[config.mk]
export PLATFORM = sky130hd
export DESIGN_NAME = sadc_core
export DESIGN_NICKNAME = d
export VERILOG_FILES = /design/src/pkg/sadc_pkg.sv /design/src/logic/sadc_core.sv
export SDC_FILE = /design/constraint.sdc
export NUM_CORES = 1
export LEC_CHECK = 0
export BUFFER_PORTS_ARGS = -buffer_cell sky130_fd_sc_hd__clkbuf_2
export CORE_MARGIN = 2
export CORE_UTILIZATION = 50
export CTS_CLUSTER_DIAMETER = 120
export DETAILED_ROUTE_END_ITERATION = 8
export GPL_ROUTABILITY_DRIVEN = 0
export MAX_ROUTING_LAYER = met4
export PLACE_DENSITY = 0.86
export SKIP_CTS_REPAIR_TIMING = 1
export SLEW_MARGIN = 10
export SYNTH_ARGS = -nofsm -noshare
export SYNTH_HDL_FRONTEND = slang
export SYNTH_SLANG_ARGS = --single-unit
[constraint.sdc]
create_clock -name pclk -period 3.5 [get_ports pclk]
set_input_delay 0.525 -clock pclk [delete_from_list [all_inputs] [get_ports pclk]]
set_output_delay 0.525 -clock pclk [all_outputs]
set_load 0.02 [all_outputs]
[src/pkg/sadc_pkg.sv]
// constants, field layout and helper functions of the converter control block
package sadc_pkg;
    // ========================================
    // register map: printed indices, byte address is four times the index
    localparam int PADDR_W = 10;
    localparam logic [7:0] IDX_RESULT = 8'h1e;
    localparam logic [7:0] IDX_CTRL0 = 8'h1f;
    localparam logic [7:0] IDX_PCFG = 8'h9f;
    localparam logic [7:0] IDX_STATUS = 8'ha0;
    // ========================================
    // field positions
    localparam int CS_LO = 6;
    localparam int CH_LO = 3;
    localparam int GO_BIT = 2;
    localparam int PWR_BIT = 0;
    localparam int DONE_BIT = 0;
    localparam int BUSY_BIT = 1;
    // ========================================
    // reset values
    localparam logic [1:0] CS_RST = 2'h0;
    localparam logic [2:0] CH_RST = 3'h0;
    localparam logic [2:0] PCFG_RST = 3'h0;
    // ========================================
    // conversion clock select codes
    localparam logic [1:0] CS_DIV2 = 2'h0;
    localparam logic [1:0] CS_DIV8 = 2'h1;
    localparam logic [1:0] CS_DIV32 = 2'h2;
    localparam logic [1:0] CS_RC = 2'h3;
    // ========================================
    // timing: pclk cycles per half bit period, half periods per conversion
    localparam logic [4:0] HALF_DIV2 = 5'h01;
    localparam logic [4:0] HALF_DIV8 = 5'h04;
    localparam logic [4:0] HALF_DIV32 = 5'h10;
    localparam logic [4:0] CONV_HALVES = 5'h13;
    localparam int RESULT_W = 8;
    localparam int NUM_CH = 5;

    typedef enum logic {
        SADC_IDLE = 1'b0,
        SADC_CONV = 1'b1
    } sadc_state_t;

    // byte address of a register index
    function automatic logic [PADDR_W-1:0] sadc_addr(input logic [7:0] idx);
        return {idx, 2'b00};
    endfunction

    // pclk cycles per half bit period for a divided clock selection
    function automatic logic [4:0] sadc_half_len(input logic [1:0] cs);
        case (cs)
            CS_DIV2: return HALF_DIV2;
            CS_DIV8: return HALF_DIV8;
            default: return HALF_DIV32;
        endcase
    endfunction
endpackage

[src/logic/sadc_core.sv]
// converter control: register slave, bit clock, sequencer and pin map
//
// Register access over APB was decided locally.
`timescale 1ns/100ps

module sadc_core (
    input wire logic pclk, // 250 MHz oscillator, also the bus clock
    input wire logic presetn, // async reset, active low
    input wire logic psel, // apb select
    input wire logic penable, // apb access phase
    input wire logic pwrite, // apb direction
    input wire logic [sadc_pkg::PADDR_W-1:0] paddr, // apb byte address
    input wire logic [31:0] pwdata, // apb write data
    input wire logic [3:0] pstrb, // apb byte strobes
    output logic [31:0] prdata, // apb read data
    output logic pready, // apb ready
    output logic pslverr, // apb error, unmapped address
    input wire logic cmp_above, // comparator: held input >= trial level
    input wire logic rc_half_tick, // internal rc clock, half period pulse
    input wire logic sleep_mode, // device sleeping, oscillator stopped
    output logic [7:0] dac_trial, // trial level to the comparator dac
    output logic sample_hold, // high while the hold cap is isolated
    output logic [2:0] channel_select, // analog mux select
    output logic [4:0] analog_pins, // pins ch4..ch0 in analog mode
    output logic ext_reference, // channel3 pin used as reference
    output logic converter_power_on, // analog power enable
    output logic conversion_done_flag // sticky completion flag
);
    import sadc_pkg::*;

    // ========================================
    // state
    logic [1:0] cs_ff;
    logic [2:0] chan_ff;
    logic go_ff;
    logic pwr_ff;
    logic [2:0] pcfg_ff;
    logic done_ff;
    logic [7:0] result_ff;
    sadc_state_t state_ff;
    logic [4:0] half_cnt_ff;
    logic [4:0] div_cnt_ff;
    logic [7:0] trial_ff;
    logic hold_ff;
    logic [4:0] pins_ff;
    logic ref_ff;
    logic [31:0] prdata_ff;
    logic pready_ff;
    logic pslverr_ff;

    logic bus_done;
    logic wr_ok;
    logic wr_ctrl0;
    logic wr_pcfg;
    logic wr_status;
    logic mapped;
    logic start_req;
    logic off_req;
    logic half_tick;
    logic conv_done_evt;
    logic [7:0] nxt_trial;
    logic [31:0] nxt_prdata;
    logic [5:0] nxt_pinmap;

    // ========================================
    // apb slave
    // one wait-free access: data and ready are registered in the setup cycle
    assign bus_done = psel & penable & pready_ff;
    assign wr_ok = bus_done & pwrite & pstrb[0] & ~pslverr_ff;
    assign wr_ctrl0 = wr_ok & (paddr == sadc_addr(IDX_CTRL0));
    assign wr_pcfg = wr_ok & (paddr == sadc_addr(IDX_PCFG));
    assign wr_status = wr_ok & (paddr == sadc_addr(IDX_STATUS));

    // address decode and read mux; unused bits read as zero
    always_comb begin
        mapped = 1'b1;
        nxt_prdata = 32'h0000_0000;
        case (paddr)
            sadc_addr(IDX_CTRL0): // bit 1 reads zero
                nxt_prdata[7:0] = {cs_ff, chan_ff, go_ff, 1'b0, pwr_ff};
            sadc_addr(IDX_PCFG):
                nxt_prdata[2:0] = pcfg_ff;
            sadc_addr(IDX_RESULT):
                nxt_prdata[7:0] = result_ff;
            sadc_addr(IDX_STATUS): begin
                nxt_prdata[DONE_BIT] = done_ff;
                nxt_prdata[BUSY_BIT] = state_ff == SADC_CONV;
            end
            default:
                mapped = 1'b0;
        endcase
    end

    // ready rises for the access phase only, then drops for the next setup
    always_ff @(posedge pclk or negedge presetn) begin
        if (!presetn) begin
            pready_ff <= 1'b0;
            pslverr_ff <= 1'b0;
            prdata_ff <= 32'h0000_0000;
        end else if (psel & ~penable) begin
            pready_ff <= 1'b1;
            pslverr_ff <= ~mapped;
            prdata_ff <= pwrite ? 32'h0000_0000 : nxt_prdata;
        end else begin
            pready_ff <= 1'b0;
            pslverr_ff <= 1'b0;
        end
    end

    // ========================================
    // control registers
    // go is refused unless the converter was already powered
    assign start_req = wr_ctrl0 & pwdata[GO_BIT] & pwdata[PWR_BIT] & pwr_ff
        & (state_ff == SADC_IDLE);
    assign off_req = wr_ctrl0 & ~pwdata[PWR_BIT];

    always_ff @(posedge pclk or negedge presetn) begin
        if (!presetn) begin
            cs_ff <= CS_RST;
            chan_ff <= CH_RST;
            pwr_ff <= 1'b0;
            pcfg_ff <= PCFG_RST;
        end else begin
            if (wr_ctrl0) begin
                cs_ff <= pwdata[CS_LO+1:CS_LO];
                chan_ff <= pwdata[CH_LO+2:CH_LO];
                pwr_ff <= pwdata[PWR_BIT];
            end
            if (wr_pcfg) begin
                pcfg_ff <= pwdata[2:0];
            end
        end
    end

    // go: set by an accepted start, cleared at completion or power off
    always_ff @(posedge pclk or negedge presetn) begin
        if (!presetn) begin
            go_ff <= 1'b0;
        end else if (off_req || conv_done_evt) begin
            go_ff <= 1'b0;
        end else if (start_req) begin
            go_ff <= 1'b1;
        end
    end

    // done flag: write one clears, a completion in the same cycle wins
    always_ff @(posedge pclk or negedge presetn) begin
        if (!presetn) begin
            done_ff <= 1'b0;
        end else if (conv_done_evt) begin
            done_ff <= 1'b1;
        end else if (wr_status && pwdata[DONE_BIT]) begin
            done_ff <= 1'b0;
        end
    end

    // ========================================
    // bit clock: half-period pulses from the divider or the rc clock
    // the oscillator stops in sleep, so only the rc clock keeps going
    always_comb begin
        half_tick = 1'b0;
        if (state_ff == SADC_CONV) begin
            if (cs_ff == CS_RC) begin
                half_tick = rc_half_tick;
            end else if (!sleep_mode) begin
                half_tick = div_cnt_ff == sadc_half_len(cs_ff) - 5'h01;
            end
        end
    end

    always_ff @(posedge pclk or negedge presetn) begin
        if (!presetn) begin
            div_cnt_ff <= 5'h00;
        end else if (state_ff != SADC_CONV || half_tick) begin
            div_cnt_ff <= 5'h00;
        end else if (!sleep_mode && cs_ff != CS_RC) begin
            div_cnt_ff <= div_cnt_ff + 5'h01;
        end
    end

    // ========================================
    // sequencer: decide one bit at each odd half tick, msb first
    always_comb begin
        nxt_trial = trial_ff;
        if (half_cnt_ff[0] && half_cnt_ff < 5'h10) begin
            nxt_trial[3'h7 - half_cnt_ff[3:1]] = cmp_above;
            if (half_cnt_ff[3:1] != 3'h7) begin
                nxt_trial[3'h6 - half_cnt_ff[3:1]] = 1'b1;
            end
        end
    end

    // nine and a half bit periods after start
    assign conv_done_evt = half_tick && half_cnt_ff == CONV_HALVES - 5'h01;

    always_ff @(posedge pclk or negedge presetn) begin
        if (!presetn) begin
            state_ff <= SADC_IDLE;
            half_cnt_ff <= 5'h00;
            trial_ff <= 8'h00;
            hold_ff <= 1'b0;
        end else begin
            case (state_ff)
                SADC_IDLE: begin
                    if (start_req) begin
                        state_ff <= SADC_CONV;
                        half_cnt_ff <= 5'h00;
                        trial_ff <= 8'h80;
                        hold_ff <= 1'b1;
                    end
                end
                SADC_CONV: begin
                    if (off_req || conv_done_evt) begin
                        state_ff <= SADC_IDLE;
                        hold_ff <= 1'b0;
                    end else if (half_tick) begin
                        half_cnt_ff <= half_cnt_ff + 5'h01;
                        trial_ff <= nxt_trial;
                    end
                end
                default: begin
                    state_ff <= SADC_IDLE;
                end
            endcase
        end
    end

    // result has no reset so that a reset leaves it untouched
    always_ff @(posedge pclk) begin
        if (conv_done_evt && !off_req) begin
            result_ff <= nxt_trial;
        end
    end

    // ========================================
    // pin map
    always_comb begin
        case (pcfg_ff)
            3'h0, 3'h2: nxt_pinmap = 6'h1f;
            3'h1, 3'h3: nxt_pinmap = 6'h37;
            3'h4: nxt_pinmap = 6'h0b;
            3'h5: nxt_pinmap = 6'h23;
            default: nxt_pinmap = 6'h00;
        endcase
    end

    always_ff @(posedge pclk or negedge presetn) begin
        if (!presetn) begin
            pins_ff <= 5'h1f;
            ref_ff <= 1'b0;
        end else begin
            pins_ff <= nxt_pinmap[4:0];
            ref_ff <= nxt_pinmap[5];
        end
    end

    assign prdata = prdata_ff;
    assign pready = pready_ff;
    assign pslverr = pslverr_ff;
    assign dac_trial = trial_ff;
    assign sample_hold = hold_ff;
    assign channel_select = chan_ff;
    assign analog_pins = pins_ff;
    assign ext_reference = ref_ff;
    assign converter_power_on = pwr_ff;
    assign conversion_done_flag = done_ff;

    logic [4:0] halves_seen_ff;
    always_ff @(posedge pclk or negedge presetn) begin
        if (!presetn) begin
            halves_seen_ff <= 5'h00;
        end else if (start_req) begin
            halves_seen_ff <= 5'h00;
        end else if (half_tick) begin
            halves_seen_ff <= halves_seen_ff + 5'h01;
        end
    end
endmodule

==> flow_summary.toml <==
[logic_synthesis]
yosysMostFrequentCell = "dfrtp_1"
yosys_warnings = 0
syn_area_mm2 = 0.00303
synth_cell_types = 56
synth_area_leader_cell = "dfrtp_1"
yosysSeqAreaShare_pct = 45.2
synthTopCellsByArea = "dfrtp_1 (35%), edfxtp_1 (7.9%), buf_4 (6.4%)"
synth_commonest_cells = "dfrtp_1 (42), buf_4 (26), nand2_1 (26)"
syn_inst = 299
synth_edf_count = 8
synth.avg_cell_area_um2 = 10.1
synth.top_cell.area_share_pct = 34.6
async_flop_share_pct = 84.9
synth_ff_type = "dfrtp_1"
ys_ff_latch = 53

[grt]
overflow = 0
grt_pass1_wl_um = 9650
grt_usage_pct = 19.2
grt_pass1_vias = 2180
antenna_found_initial = 0
grt_max_degree = 46

[floorplan]
dieWidth_um = 81.9
core_area_mm2 = 0.00589
start_util_pct = 51.6
boundaryPins = 108
die-area_mm2 = 0.00671
dieHeight_um = 81.9
rows = 28

[timing]
worst_slew_pin_slew_ns = 0.988
post-route-min-period_ns = 2.72
timing.slew.headroom_pct = 34.2
finalSetupTns_ns = 0
final-hold-violation-count = 0
drv_slew = 0
fmax_mhz = 368
setup_violations = 0
hold-worst-slack_ns = 0.355
rsz0062_at_grt = "false"
post-route-period-util_pct = 77.7
skew_ns = 0.00810

[cts]
cts_buffers = 5
cts_max_level = 2
cts_tree = "built"
worstSkewPairLatency_ns = 0.31
cts_buffer_depth = 2
cts_sinks = 53
clk_pin_slew_ns = 0.10
cts-root-buf = "clkbuf_8"

[flow_run]
cap_violations = 0

[critical_path]
slowest_delay_ns = 0.50
cpMaxStageDelayCell = "nor3_4"
crit_type = "reg2reg"
rr_startpoint = "cs_ff[1]$_DFFE_PN0N_"
ff2ff_path_depth = 7
start_kind = "flip-flop"
endpoint_kind = "flip-flop"
startpoint = "cs_ff[1]$_DFFE_PN0N_"
critPathMaxFanout = 11
critPathRequiredTime_ns = 3.70
crit_chain = "or2_2, ha_1, xor2_1, a211oi_2, o22ai_2, nor3_4, mux2_2"
rrSetupSlack_ns = 0.78
worstPathArrival_ns = 2.92

[detailed_routing]
finalWirelength_um = 6020
initialDrtViolationCount = 101
vias = 2343
dr.pass1.iters = 4
ant_nets = 0
drc = 0
via_per_inst = 5.50
wire_per_inst_um = 14.1

[hold_path]
hold_class = "in2async"

[pwr]
vdd_drop_max_mv = 0.144
power_density_mw_per_mm2 = 315
power_leakage_nw = 1.63

[status]
status = "completed"

[final_layout]
drive_above_1_share_pct = 25.9
antenna_cells = 0
synthToLayoutAreaGrowth_pct = 10.6
final_cell_area_mm2 = 0.00336
fin_nets = 410

[place]
place_hpwl_um = 4610
dpl_cell_area_mm2 = 0.00326
port_buffers = 56
## sequential cells by signal, indices dropped and copies added (netlist names), 2 cells and up
register / flops
prdata: 8
div_cnt_ff: 5
cs_ff: 2
channel_select: 3
pcfg_ff: 3
analog_pins: 3
dac_trial: 8
half_cnt_ff: 5
result_ff: 8
## cell type report
| type | count | area [um2] |
|---|---|---|
| Fill cell | 531 | 2530 |
| Multi-Input combinational cell | 222 | 1470 |
| Sequential cell | 53 | 1370 |
| Timing Repair Buffer | 58 | 295 |
| Tap cell | 75 | 93.8 |
| Clock buffer | 5 | 68.8 |
| Inverter | 10 | 37.5 |
| Clock inverter | 3 | 25.0 |
## cells in the final DEF (no fill, tap or decap), types with 4 or more instances in the layout
cell	synthesis	final
nand3_1	9	9
edfxtp_1	8	8
mux2i_1	15	15
nand4_1	7	7
o21ai_0	13	13
dfrtp_1	42	42
o31ai_1	4	4
nor2_1	19	19
inv_1	10	10
nor3_1	7	7
mux2_2	16	16
clkbuf_2	0	55
ha_1	6	6
a21oi_1	9	9
nand2_1	26	26
and4_1	4	4
xor2_1	5	5
clkbuf_8	0	5
and2_1	5	5
conb_1	1	24
## stage by stage
| step | setup WS (ns) | util (%) | cells | power, mW |
|---|---|---|---|---|
| after detailed placement | 0.788 | 55.4 | 418 | 0.712 |
| after global placement | 0.850 | 55.4 | 418 | 0.711 |
| after CTS | 0.755 | 57.0 | 426 | 1.07 |
| after global routing | 0.644 | 57.0 | 426 | 1.10 |
| final | 0.782 | 57.0 | 426 | 1.06 |
| after floorplan | 0.849 | - | 322 | 0.702 |
## power by group
part / leakage (nW) / internal (mW) / switching, mW
combinational: 0.916 / 0.0192 / 0.0554
clock: 0.0447 / 0.145 / 0.211
sequential: 0.668 / 0.625 / 0.000768
total: 1.63 / 0.789 / 0.267
## cell families (layout without fill, tap and decap cells)
logic type | after synthesis | in the layout | share of synthesized area [%]
adder cells (fa/ha/maj) | 6 | 6 | 2.47
buffers and inverters | 47 | 76 | 9.40
flip-flops | 53 | 53 | 45.2
XOR/XNOR | 7 | 7 | 2.02
AO/OA/AOI/OAI | 48 | 48 | 10.6
other | 1 | 24 | 0.124
multiplexers | 31 | 31 | 10.9
AND/OR/NAND/NOR | 106 | 106 | 19.3
## critical path, delay by kind of cell (launching register included)
family | cells | cell delay, ns
mux | 1 | 0.39
flops | 1 | 0.48
simple gates | 2 | 0.83
fa+ha+maj | 1 | 0.24
compound gates | 2 | 0.47
xor+xnor | 1 | 0.19
## routing by layer
metal / up-vias / GRT usage [%] / wire [um]
met3: 6 / 3.52 / 447
met5: - / - / 0
met4: 0 / 6.67 / 51
li1: 1133 / - / -
met1: 1098 / 23.6 / 2580
met2: 106 / 32.0 / 2940
## path summary, 6_finish.rpt
check | to
max | dac_trial[0]$_DFFE_PN0P_
min in group pclk | analog_pins[3]$_DFF_PN1_
min | dac_trial[1]$_DFFE_PN0P_
max reg2reg | dac_trial[0]$_DFFE_PN0P_
min reg2reg | analog_pins[3]$_DFF_PN1_
max in group asynchronous | converter_power_on$_DFFE_PN0N_
Power figures use the tool's default switching activity.
